## src/ufc_pkg.sv

```systemverilog
// Constants, types and decode functions shared by the UART register and FIFO logic.
package ufc_pkg;

	// Host port register addresses.
	localparam logic [2:0] ADDR_HOLDING   = 3'h0;
	localparam logic [2:0] ADDR_SHARED    = 3'h2;
	localparam logic [2:0] ADDR_LINE_CTRL = 3'h3;

	// Values after power-on reset.
	localparam logic [7:0] LINE_CONTROL_RST    = 8'h1d;
	localparam logic [7:0] INTERRUPT_IDENT_RST = 8'h01;

	// Line control layout and the key value that opens the enhanced register.
	localparam int         LCR_DIV_BIT  = 7;
	localparam logic [7:0] LCR_EFR_KEY  = 8'hbf;

	// FIFO control field positions.
	localparam int FCR_EN_BIT      = 0;
	localparam int FCR_RXRST_BIT   = 1;
	localparam int FCR_TXRST_BIT   = 2;
	localparam int FCR_TXTRIG_LSB  = 4;
	localparam int FCR_RXTRIG_LSB  = 6;

	// Enhanced feature field positions.
	localparam int EFR_CTS_BIT  = 7;
	localparam int EFR_RTS_BIT  = 6;
	localparam int EFR_SPEC_BIT = 5;
	localparam int EFR_ENH_BIT  = 4;

	// Interrupt enable bit positions (the register itself lives outside this block).
	localparam int IER_RX_BIT    = 0;
	localparam int IER_THR_BIT   = 1;
	localparam int IER_LSR_BIT   = 2;
	localparam int IER_MSR_BIT   = 3;
	localparam int IER_XOFF_BIT  = 5;
	localparam int IER_RTS_BIT   = 6;
	localparam int IER_CTS_BIT   = 7;

	// Identification codes for bits 5:0, in descending priority.
	localparam logic [5:0] IIR_CODE_LSR  = 6'h06;
	localparam logic [5:0] IIR_CODE_TMO  = 6'h0c;
	localparam logic [5:0] IIR_CODE_RHR  = 6'h04;
	localparam logic [5:0] IIR_CODE_THR  = 6'h02;
	localparam logic [5:0] IIR_CODE_MSR  = 6'h00;
	localparam logic [5:0] IIR_CODE_XOFF = 6'h10;
	localparam logic [5:0] IIR_CODE_FLOW = 6'h20;
	localparam logic [5:0] IIR_CODE_NONE = 6'h01;

	// FIFO sizing and trigger levels in characters or spaces.
	localparam int         FIFO_DEPTH_DEF = 64;
	localparam logic [6:0] LEVEL_SINGLE   = 7'h01;
	localparam logic [6:0] RX_TRIG_00     = 7'h08;
	localparam logic [6:0] RX_TRIG_01     = 7'h10;
	localparam logic [6:0] RX_TRIG_10     = 7'h38;
	localparam logic [6:0] RX_TRIG_11     = 7'h3c;
	localparam logic [6:0] TX_TRIG_00     = 7'h08;
	localparam logic [6:0] TX_TRIG_01     = 7'h10;
	localparam logic [6:0] TX_TRIG_10     = 7'h20;
	localparam logic [6:0] TX_TRIG_11     = 7'h38;

	// What address 2 reaches for the current line control value.
	typedef enum logic [1:0] {
		SEL_IIR_FCR = 2'b00,
		SEL_EFR     = 2'b01,
		SEL_DIVISOR = 2'b10
	} ufc_sel_type;

	function automatic ufc_sel_type ufc_sel_shared(input logic [7:0] line_control, input logic hide);
		if (line_control == LCR_EFR_KEY && !hide) begin
			return SEL_EFR;
		end else if (!line_control[LCR_DIV_BIT]) begin
			return SEL_IIR_FCR;
		end
		return SEL_DIVISOR;
	endfunction : ufc_sel_shared

	function automatic logic [6:0] ufc_rx_level(input logic [1:0] code);
		case (code)
			2'b00:   return RX_TRIG_00;
			2'b01:   return RX_TRIG_01;
			2'b10:   return RX_TRIG_10;
			default: return RX_TRIG_11;
		endcase
	endfunction : ufc_rx_level

	function automatic logic [6:0] ufc_tx_level(input logic [1:0] code);
		case (code)
			2'b00:   return TX_TRIG_00;
			2'b01:   return TX_TRIG_01;
			2'b10:   return TX_TRIG_10;
			default: return TX_TRIG_11;
		endcase
	endfunction : ufc_tx_level

endpackage : ufc_pkg

```

## src/ufc_uart_regs.sv

```systemverilog
// Interrupt identification, FIFO control and enhanced feature logic of a UART.
`timescale 1ns/10ps
`default_nettype none

module ufc_uart_regs #(
	parameter int DEPTH = ufc_pkg::FIFO_DEPTH_DEF
) (
	// Clock and resets.
	input  wire logic       i_clk,
	input  wire logic       i_arst_n,
	input  wire logic       i_soft_rst,
	// Host register port.
	input  wire logic       i_reg_wr,
	input  wire logic       i_reg_rd,
	input  wire logic [2:0] i_reg_addr,
	input  wire logic [7:0] i_reg_wdata,
	output logic      [7:0] o_reg_rdata,
	// Settings held by neighbouring registers.
	input  wire logic       i_special_function_hide,
	input  wire logic [7:0] i_interrupt_enable,
	input  wire logic [7:0] i_first_resume_char,
	input  wire logic [7:0] i_second_resume_char,
	input  wire logic [7:0] i_first_pause_char,
	input  wire logic [7:0] i_second_pause_char,
	// Interrupt sources from the line side.
	input  wire logic       i_line_status_event,
	input  wire logic       i_rx_timeout,
	input  wire logic       i_modem_change,
	input  wire logic       i_flow_inactive,
	// Characters from the receive shifter.
	input  wire logic       i_rx_valid,
	input  wire logic [7:0] i_rx_data,
	output logic            o_rx_ready,
	// Characters to the transmit shifter.
	output logic            o_tx_valid,
	output logic      [7:0] o_tx_data,
	input  wire logic       i_tx_ready,
	// Controls for the rest of the UART.
	output logic      [7:0] o_line_control,
	output logic            o_auto_cts_en,
	output logic            o_auto_rts_en,
	output logic      [1:0] o_tx_flow_pair,
	output logic            o_enhanced_write_en,
	output logic            o_sleep_allowed,
	output logic            o_tx_paused
);
	import ufc_pkg::*;

	localparam int PW = $clog2(DEPTH);
	localparam int CW = PW + 1;

	typedef struct packed {
		logic [7:0]               line_control;
		logic [7:0]               enhanced_features;
		logic                     fifo_en;
		logic [1:0]               rx_trig;
		logic [1:0]               tx_trig;
		logic [7:0]               interrupt_ident;
		logic [7:0]               rdata;
		logic [DEPTH-1:0][7:0]    rx_mem;
		logic [PW-1:0]            rx_wp;
		logic [PW-1:0]            rx_rp;
		logic [CW-1:0]            rx_cnt;
		logic [DEPTH-1:0][7:0]    tx_mem;
		logic [PW-1:0]            tx_wp;
		logic [PW-1:0]            tx_rp;
		logic [CW-1:0]            tx_cnt;
		logic [1:0][7:0]          sk_data;
		logic                     sk_wp;
		logic                     sk_rp;
		logic [1:0]               sk_cnt;
		logic [7:0]               tx_out;
		logic                     tx_out_v;
		logic                     paused;
		logic                     xoff_int;
		logic                     spec_int;
		logic                     seq_off;
		logic                     seq_on;
	} ufc_state_type;

	ufc_state_type s_r;
	ufc_state_type s_nxt;

	ufc_sel_type   sel;
	logic          host_path;
	logic          fcr_wr;
	logic          efr_wr;
	logic          iir_rd;
	logic          mode_flip;
	logic          rx_flush;
	logic          tx_flush;
	logic [CW-1:0] cap;
	logic [CW-1:0] rx_lvl;
	logic [CW-1:0] tx_lvl;
	logic [CW-1:0] tx_free;
	logic [7:0]    head;
	logic          cmp_p1;
	logic          cmp_p2;
	logic          cmp_seq;
	logic          hit_off;
	logic          hit_on;
	logic          seq_first;
	logic          absorb;
	logic          spec_hit;
	logic          drain;
	logic          rx_push;
	logic          rx_pop;
	logic          sk_push;
	logic          tx_push;
	logic          tx_load;
	logic [6:0]    srcs;
	logic [5:0]    code;

	// Address 2 decode, shared by reads and writes.
	assign sel       = ufc_sel_shared(s_r.line_control, i_special_function_hide);
	assign host_path = !s_r.line_control[LCR_DIV_BIT];
	assign fcr_wr    = i_reg_wr && i_reg_addr == ADDR_SHARED && sel == SEL_IIR_FCR;
	assign efr_wr    = i_reg_wr && i_reg_addr == ADDR_SHARED && sel == SEL_EFR;
	assign iir_rd    = i_reg_rd && i_reg_addr == ADDR_SHARED && sel == SEL_IIR_FCR;

	// Switching FIFO mode empties both FIFOs so a disabled FIFO never holds more than one word.
	assign mode_flip = fcr_wr && i_reg_wdata[FCR_EN_BIT] != s_r.fifo_en;
	assign rx_flush  = mode_flip || (fcr_wr && i_reg_wdata[FCR_EN_BIT]
	                   && i_reg_wdata[FCR_RXRST_BIT]);
	assign tx_flush  = mode_flip || (fcr_wr && i_reg_wdata[FCR_EN_BIT]
	                   && i_reg_wdata[FCR_TXRST_BIT]);

	// Capacity and trigger levels.
	assign cap     = s_r.fifo_en ? CW'(DEPTH) : CW'(LEVEL_SINGLE);
	assign rx_lvl  = s_r.fifo_en ? CW'(ufc_rx_level(s_r.rx_trig)) : CW'(LEVEL_SINGLE);
	assign tx_lvl  = !s_r.fifo_en ? CW'(LEVEL_SINGLE) :
	                 s_r.enhanced_features[EFR_ENH_BIT] ? CW'(ufc_tx_level(s_r.tx_trig)) :
	                 CW'(TX_TRIG_00);
	assign tx_free = cap - s_r.tx_cnt;

	// Receive flow character comparison.
	assign head    = s_r.sk_data[s_r.sk_rp];
	assign cmp_seq = s_r.enhanced_features[1:0] == 2'b11 && (s_r.enhanced_features[3:2] == 2'b11 || s_r.enhanced_features[3:2] == 2'b00);
	assign cmp_p1  = s_r.enhanced_features[1:0] == 2'b10 || (s_r.enhanced_features[1:0] == 2'b11 && !cmp_seq);
	assign cmp_p2  = s_r.enhanced_features[1:0] == 2'b01 || (s_r.enhanced_features[1:0] == 2'b11 && !cmp_seq);
	assign hit_off = (cmp_p1 && head == i_first_pause_char)
	                 || (cmp_p2 && head == i_second_pause_char)
	                 || (cmp_seq && s_r.seq_off && head == i_second_pause_char);
	assign hit_on  = (cmp_p1 && head == i_first_resume_char)
	                 || (cmp_p2 && head == i_second_resume_char)
	                 || (cmp_seq && s_r.seq_on && head == i_second_resume_char);
	assign seq_first = cmp_seq && (head == i_first_pause_char || head == i_first_resume_char);
	assign absorb    = hit_off || hit_on || seq_first;
	assign spec_hit  = s_r.enhanced_features[EFR_SPEC_BIT] && head == i_second_pause_char;

	// Two-entry buffer ahead of the receive FIFO; a full FIFO stalls the shifter, not loses data.
	assign o_rx_ready = s_r.sk_cnt != 2'h2;
	assign sk_push    = i_rx_valid && o_rx_ready;
	assign drain      = s_r.sk_cnt != 2'h0 && !rx_flush && (absorb || s_r.rx_cnt < cap);
	assign rx_push    = drain && !absorb;
	assign rx_pop     = i_reg_rd && i_reg_addr == ADDR_HOLDING && host_path
	                    && s_r.rx_cnt != '0 && !rx_flush;
	assign tx_push    = i_reg_wr && i_reg_addr == ADDR_HOLDING && host_path
	                    && s_r.tx_cnt < cap && !tx_flush;
	// The shifter stage is not emptied by a transmit reset.
	assign tx_load    = s_r.tx_cnt != '0 && (!s_r.tx_out_v || i_tx_ready) && !s_r.paused
	                    && !tx_flush;

	// Pending sources, highest priority in bit 6.
	assign srcs[6] = i_line_status_event && i_interrupt_enable[IER_LSR_BIT];
	assign srcs[5] = i_rx_timeout && i_interrupt_enable[IER_RX_BIT];
	assign srcs[4] = s_r.rx_cnt != '0 && s_r.rx_cnt >= rx_lvl && i_interrupt_enable[IER_RX_BIT];
	assign srcs[3] = tx_free >= tx_lvl && i_interrupt_enable[IER_THR_BIT];
	assign srcs[2] = i_modem_change && i_interrupt_enable[IER_MSR_BIT];
	assign srcs[1] = (s_r.xoff_int || s_r.spec_int) && i_interrupt_enable[IER_XOFF_BIT]
	                 && s_r.enhanced_features[EFR_ENH_BIT];
	assign srcs[0] = i_flow_inactive && s_r.enhanced_features[EFR_ENH_BIT]
	                 && (i_interrupt_enable[IER_CTS_BIT] || i_interrupt_enable[IER_RTS_BIT]);

	always_comb begin
		if (srcs[6]) begin
			code = IIR_CODE_LSR;
		end else if (srcs[5]) begin
			code = IIR_CODE_TMO;
		end else if (srcs[4]) begin
			code = IIR_CODE_RHR;
		end else if (srcs[3]) begin
			code = IIR_CODE_THR;
		end else if (srcs[2]) begin
			code = IIR_CODE_MSR;
		end else if (srcs[1]) begin
			code = IIR_CODE_XOFF;
		end else if (srcs[0]) begin
			code = IIR_CODE_FLOW;
		end else begin
			code = IIR_CODE_NONE;
		end
	end

	always_comb begin
		s_nxt = s_r;
		s_nxt.interrupt_ident = {s_r.fifo_en, s_r.fifo_en, code};

		if (sk_push) begin
			s_nxt.sk_data[s_r.sk_wp] = i_rx_data;
			s_nxt.sk_wp = ~s_r.sk_wp;
		end
		if (drain) begin
			s_nxt.sk_rp = ~s_r.sk_rp;
		end
		s_nxt.sk_cnt = s_r.sk_cnt + {1'b0, sk_push} - {1'b0, drain};

		if (rx_push) begin
			s_nxt.rx_mem[s_r.rx_wp] = head;
			s_nxt.rx_wp = s_r.rx_wp + PW'(1);
		end
		if (rx_pop) begin
			s_nxt.rx_rp = s_r.rx_rp + PW'(1);
		end
		s_nxt.rx_cnt = s_r.rx_cnt + CW'(rx_push) - CW'(rx_pop);
		if (rx_flush) begin
			s_nxt.rx_wp  = '0;
			s_nxt.rx_rp  = '0;
			s_nxt.rx_cnt = '0;
		end

		if (tx_push) begin
			s_nxt.tx_mem[s_r.tx_wp] = i_reg_wdata;
			s_nxt.tx_wp = s_r.tx_wp + PW'(1);
		end
		if (tx_load) begin
			s_nxt.tx_out = s_r.tx_mem[s_r.tx_rp];
			s_nxt.tx_rp  = s_r.tx_rp + PW'(1);
		end
		if (tx_load) begin
			s_nxt.tx_out_v = 1'b1;
		end else if (i_tx_ready) begin
			s_nxt.tx_out_v = 1'b0;
		end
		s_nxt.tx_cnt = s_r.tx_cnt + CW'(tx_push) - CW'(tx_load);
		if (tx_flush) begin
			s_nxt.tx_wp  = '0;
			s_nxt.tx_rp  = '0;
			s_nxt.tx_cnt = '0;
		end

		// Clears first, sets after, so an event in the clearing cycle survives.
		if (drain && hit_on) begin
			s_nxt.xoff_int = 1'b0;
			s_nxt.paused   = 1'b0;
		end
		if (iir_rd) begin
			s_nxt.spec_int = 1'b0;
		end
		if (drain && hit_off) begin
			s_nxt.xoff_int = 1'b1;
			s_nxt.paused   = 1'b1;
		end
		if (drain && spec_hit) begin
			s_nxt.spec_int = 1'b1;
		end
		if (drain) begin
			s_nxt.seq_off = cmp_seq && head == i_first_pause_char;
			s_nxt.seq_on  = cmp_seq && head == i_first_resume_char;
		end

		if (fcr_wr) begin
			s_nxt.fifo_en = i_reg_wdata[FCR_EN_BIT];
			if (i_reg_wdata[FCR_EN_BIT]) begin
				s_nxt.rx_trig = i_reg_wdata[FCR_RXTRIG_LSB +: 2];
				if (s_r.enhanced_features[EFR_ENH_BIT]) begin
					s_nxt.tx_trig = i_reg_wdata[FCR_TXTRIG_LSB +: 2];
				end
			end
		end
		if (efr_wr) begin
			s_nxt.enhanced_features = i_reg_wdata;
		end
		if (i_reg_wr && i_reg_addr == ADDR_LINE_CTRL) begin
			s_nxt.line_control = i_reg_wdata;
		end

		if (i_reg_rd) begin
			case (i_reg_addr)
				ADDR_HOLDING:   s_nxt.rdata = (host_path && s_r.rx_cnt != '0)
				                              ? s_r.rx_mem[s_r.rx_rp] : 8'h00;
				ADDR_SHARED:    s_nxt.rdata = (sel == SEL_IIR_FCR) ? s_r.interrupt_ident :
				                              (sel == SEL_EFR) ? s_r.enhanced_features : 8'h00;
				ADDR_LINE_CTRL: s_nxt.rdata = s_r.line_control;
				default:        s_nxt.rdata = 8'h00;
			endcase
		end

		// A software reset leaves the identification register alone.
		if (i_soft_rst) begin
			s_nxt     = '0;
			s_nxt.line_control = LINE_CONTROL_RST;
			s_nxt.interrupt_ident = s_r.interrupt_ident;
		end
	end

	always_ff @(posedge i_clk or negedge i_arst_n) begin
		if (!i_arst_n) begin
			s_r     <= '0;
			s_r.line_control <= LINE_CONTROL_RST;
			s_r.interrupt_ident <= INTERRUPT_IDENT_RST;
		end else begin
			s_r <= s_nxt;
		end
	end

	assign o_reg_rdata         = s_r.rdata;
	assign o_tx_valid          = s_r.tx_out_v;
	assign o_tx_data           = s_r.tx_out;
	assign o_line_control      = s_r.line_control;
	assign o_auto_cts_en       = s_r.enhanced_features[EFR_CTS_BIT];
	assign o_auto_rts_en       = s_r.enhanced_features[EFR_RTS_BIT];
	assign o_tx_flow_pair      = s_r.enhanced_features[3:2];
	assign o_enhanced_write_en = s_r.enhanced_features[EFR_ENH_BIT];
	assign o_sleep_allowed     = s_r.enhanced_features[EFR_ENH_BIT];
	assign o_tx_paused         = s_r.paused;
endmodule : ufc_uart_regs

`default_nettype wire

```

## config.mk

```make
export PLATFORM = sky130hd
export DESIGN_NAME = ufc_uart_regs
export DESIGN_NICKNAME = d
export VERILOG_FILES = /design/src/ufc_pkg.sv /design/src/ufc_uart_regs.sv
export SDC_FILE = /design/constraint.sdc
export NUM_CORES = 2
export LEC_CHECK = 0
export CORE_MARGIN = 2
export CORE_UTILIZATION = 30
export CTS_BUF_LIST = sky130_fd_sc_hd__clkbuf_16
export CTS_CLUSTER_SIZE = 8
export DETAILED_ROUTE_END_ITERATION = 7
export DONT_BUFFER_PORTS = 1
export PLACE_DENSITY = 0.45
export SYNTH_ARGS = -nofsm -noshare
export SYNTH_HDL_FRONTEND = slang
export SYNTH_SLANG_ARGS = --single-unit
export TNS_END_PERCENT = 10
```

## constraint.sdc

```tcl
create_clock -name i_clk -period 12.8 [get_ports i_clk]
set_input_delay 0 -clock i_clk [delete_from_list [all_inputs] [get_ports i_clk]]
set_output_delay 0 -clock i_clk [all_outputs]
set_load 0.1 [all_outputs]
```

# Yosys cells after proc, flatten, opt, wreduce, memory -nomap -nowiden

Cells that the tools add are included.

Add/subtract/negate cells: 11
Multipliers: 0
Div/mod/pow operators: 0
Order comparisons: 13
Equal/unequal tests: 18
Shift-type cells: 0
Muxes and demuxes: 60
Bitwise gates (word level): 2
Reductions and logical operators: 109

Operators with widths:

| cell                  | count |
|---|---|
| $mux W1133            | 1 |
| $mux W518             | 2 |
| $bwmux W512           | 2 |
| $mux W8               | 14 |
| $bmux W8 S6           | 2 |
| $demux W8 S6          | 2 |
| $mux W6               | 10 |
| $logic_and A1 B1 Y1   | 57 |
| $mux W19              | 2 |
| $pmux W6 S3           | 2 |
| $eq A8 B8 Y1          | 4 |
| $lt A6 B7 Y1 const B  | 4 |
| $add A6 B1 Y6 const B | 4 |
| $pmux W8 S3           | 1 |
| $reduce_bool A2 Y1    | 12 |
| $mux W7               | 3 |
| $reduce_bool A3 Y1    | 7 |
| $mux W17              | 1 |
| $bwmux W16            | 1 |
| $logic_or A1 B1 Y1    | 16 |
| $add A7 B1 Y7         | 2 |
| $ge A7 B7 Y1          | 2 |
| $lt A7 B7 Y1          | 2 |
| $mux W2               | 7 |
| other kinds (24)      | 53 |

Register bits after elaboration: 1,132
Latch bits: 0
Memory bits (writable): 0
Memory bits (read-only): 0
Bits of input ports: 71
Output and inout bits: 33
Word-level logic and storage cells: 366
Memories kept: 0

# Longest topological paths before layout

Depth in word-level cells: 18
Depth in mapped cells: 22
Gate-level depth less buffers: 19

# Worst setup path after synthesis

No wires, ideal clock.

Kind: register to register
From: reg s_r[1116] (netlist name)
To: reg s_r[571] (netlist name)
Setup time: 78 ps
Arrival time: 4,114 ps
Data required time: 12,722 ps
Slack: 8,608 ps
Stages on the path, launching flop included: 23
Buffers on the path: 3
Period minus slack after synthesis: 4,192 ps
Cells stage by stage: dfrtp_1 -> clkbuf_1 -> inv_1 -> ha_1 -> nand2_1 -> nand2_1 -> nand3_1 -> a21o_1 -> clkbuf_1 -> nor2_2 -> buf_2 -> nand2_1 -> ha_1 -> inv_1 -> ha_1 -> fa_1 -> nand2b_1 -> a21oi_1 -> nor2_1 -> or2_2 -> a21oi_1 -> or3_1 -> a21oi_1

RTL lines:

| element                | RTL line             | text |
|---|---|---|
| start, declared        | ufc_uart_regs.sv:81  | `ufc_state_type s_r;` |
| start signal, assigned | ufc_uart_regs.sv:303 | `s_r <= s_nxt;` |

==> impl_metrics.ini <==
[floorplanning]
die_area_um2 = 201000
ios = 104
dieWidth_um = 449
rows = 163
initial_core_util = 0.301
die_y_um = 449
core_um2 = 197000

[place]
gp_congestion = 0.797
dp_cells = 7518
portBuffers = 0
pre_cts_ws_ns = 7.70
hpwl_mm = 97.0

[sta]
tns_ns = 0
maxSlewHeadroom = 0.207
finalCritPeriodShare = 0.443
drv_slew = 0
whs_ns = 0.0605
fin_ws_ns = 7.13
rsz0062_at_grt = false
final-hold-violation-count = 0
fmax_mhz = 176
setup_viol = 0
clock_skew_ns = 0.0261
worst_slew_pin_slew_ns = 1.19
layout_min_cycle_time_ns = 5.67

[finish]
drive_gt1_frac = 0.136
nets = 5356
nFillCells = 19800
post-route-util = 0.342
finalNonFillerCells = 7907
area_delta_synth_final_pct = 13.5

[synth]
async_flop_share = 1.00
synthFlopType = dfrtp_1
yosys_warnings = 0
synth.most_common_cell = dfrtp_1
synth_seq_area_share = 0.477
synth.avg_cell_area_um2 = 11.1
synth_top_area_frac = 0.475
synthAdderAreaFrac = 0.0102
synth-simple-area-share = 0.178
synth_top_area_cell = dfrtp_1
synth_top_family_by_area = multiplexers
synthXorXnorAreaFrac = 0.00944
synth.distinct_cells = 75
synth.area.top_cells = dfrtp_1 (47%), mux4_2 (12%), mux2i_1 (9.5%)
ys_ff_latch = 1131
postSynthCellCount = 5373
synth_compound_area_frac = 0.0601
syn_area_um2 = 59400
synthTopCellsByCount = dfrtp_1 (1126), nand2_1 (649), mux2i_1 (563), a21oi_1 (553), nand3_1 (532)
yosys-mux-area-fraction = 0.219
synth_edf_count = 0
synth_nets = 5491

[status]
outcome = finished clean

[cts]
cts_setup_buffers = 0
h-tree-depth = 4
cts_tree = built
cts_root_buf = clkbuf_16
cts_buffers = 160
cts_sinks = 1131
cts_hold_buf = 191
cts_max_path_buffers = 3
cts_resized = 0
insertion_delay_ns = 0.78
clkSlewWorstSetupHoldPaths_ns = 0.05

[pwr]
p_leak_nw = 29.6
power_density_nw_per_um2 = 131
vdd_drop_max_v = 0.000124

[routing]
wl_met2_mm = 88.9
routed.top_layer = met4
dr_wl_met3_mm = 6.89
viasPerCell = 5.18
m1WireLength_mm = 81.9
drcViolationCount = 0
detail_route.wl_per_cell_um = 23.2
drt_iter0_markers = 3198
ant_nets = 0
drt_wl_total_mm = 183
dr.pass1.iters = 7
vias = 41000

[setup_path]
critPathMaxFanout = 11
critical_path.max_stage_delay_ns = 1.01
end_kind = flip-flop
reg2reg_slack_ns = 7.13
critPathTopFamily = simple AND/OR/NAND/NOR gates
crit_top_cell = a21oi_1
critical_path_class = flip-flop to flip-flop
cp-start-kind = flip-flop
cp.arrival_ns = 6.36
cp_cell_sequence = mux2i_1, xnor2_1, nor4_1, dlygate4sd3_1, nand3_1, and4_1, nand2_1, ha_1, inv_1, ha_1, fa_1, nand2b_1, a21oi_1, nor2_1, or2_2, a21oi_1, or3_1, a21oi_1
critPathBufInv = 2
required_ns = 13.49
crit_path_top_delay_cell = dfrtp_1

[job]
maxCapViolCount = 0

[global_routing]
grt_pass1_vias = 42500
grt_max_degree = 980
grt_usage = 0.180
grt_overflow = 0
antenna_found_initial = 1
grt_first_pass_wirelength_mm = 281

[worst_hold_path]
min_path_type = primary input to flip-flop
metal layers:
| layer | up-vias | track usage |
|---|---|---|
| met5 | - | 0 |
| met4 | 0 | 0.0604 |
| met3 | 248 | 0.0245 |
| met2 | 833 | 0.294 |
| met1 | 21300 | 0.246 |
| li1 | 18600 | - |
cells by family after synthesis:
logic type,after synthesis
xor+xnor,64
mux,890
buf+inv,599
simple gates,1976
flops,1131
fa+ha+maj,47
compound gates,666
layout by cell type (no fill, tap or decap), types with 8 or more instances in the layout:
master / synthesis / final
dfrtp_1: 1126 / 1117
nand2_1: 649 / 649
mux2i_1: 563 / 563
a21oi_1: 553 / 553
nand3_1: 532 / 532
nand2b_1: 516 / 516
mux4_2: 320 / 320
dlygate4sd3_1: 0 / 180
clkbuf_16: 0 / 170
nor2_1: 102 / 101
inv_1: 42 / 55
buf_4: 30 / 55
ha_1: 45 / 45
xnor2_1: 43 / 43
or4_4: 35 / 35
o21ai_0: 34 / 34
nand4_4: 30 / 30
xor2_1: 21 / 21
buf_16: 0 / 21
or2_2: 20 / 20
nand3b_1: 14 / 14
o22ai_1: 14 / 14
a21o_1: 10 / 10
nor4_1: 9 / 9
nor2b_1: 8 / 8
or3_1: 8 / 8
a22oi_1: 8 / 8
tightest hold or removal path, cell delays in order:
cell and delay (ns):
dlygate4sd3_1 0.52, nor2b_1 0.07, o21ba_2 0.21
path summary, 6_finish.rpt:
path	from	cells after the start	to
max in group asynchronous	i_arst_n	6	s_r[878]
min in group asynchronous	i_arst_n	4	s_r[254]
worst min register to register	s_r[1110]	2	s_r[1110]
worst min-delay path	i_tx_ready	3	o_tx_valid
worst max register to register	s_r[16]	18	s_r[571]
worst max-delay path	s_r[16]	18	s_r[571]
final cells by class:
cell class              count  area (um^2)  share of cell area
well taps                2640         3300              0.0490
inverters                  42          158             0.00234
clock inverters            20          103             0.00152
repair buffers            260         2870              0.0426
clock buffers             170         4250              0.0631
diodes                      1         2.50           0.0000371
flip-flops and latches   1131        28300               0.420
multi-input cells        3643        28400               0.421
sequential cells by signal (all words and copies together), names as in the netlist:
register,cells
s_r,1100
o_line_control,8
o_reg_rdata,8
o_tx_data,8
o_tx_flow_pair,2
o_auto_cts_en,1
o_auto_rts_en,1
o_enhanced_write_en,1
o_tx_paused,1
o_tx_valid,1
power by group:
part | switching (mW) | internal, mW | total (mW)
Combinational | 0.771 | 0.440 | 1.21
Clock | 1.59 | 2.31 | 3.90
Sequential | 0.101 | 3.63 | 3.73
through the flow:
stage / area [um^2] / power, mW
after global placement: 60800 / 4.87
after floorplan: 59400 / 4.60
final: 67400 / 8.84
after global routing: 67400 / 9.23
after detailed placement: 60800 / 4.87
after CTS: 67200 / 8.97
Power figures use the tool's default switching activity.
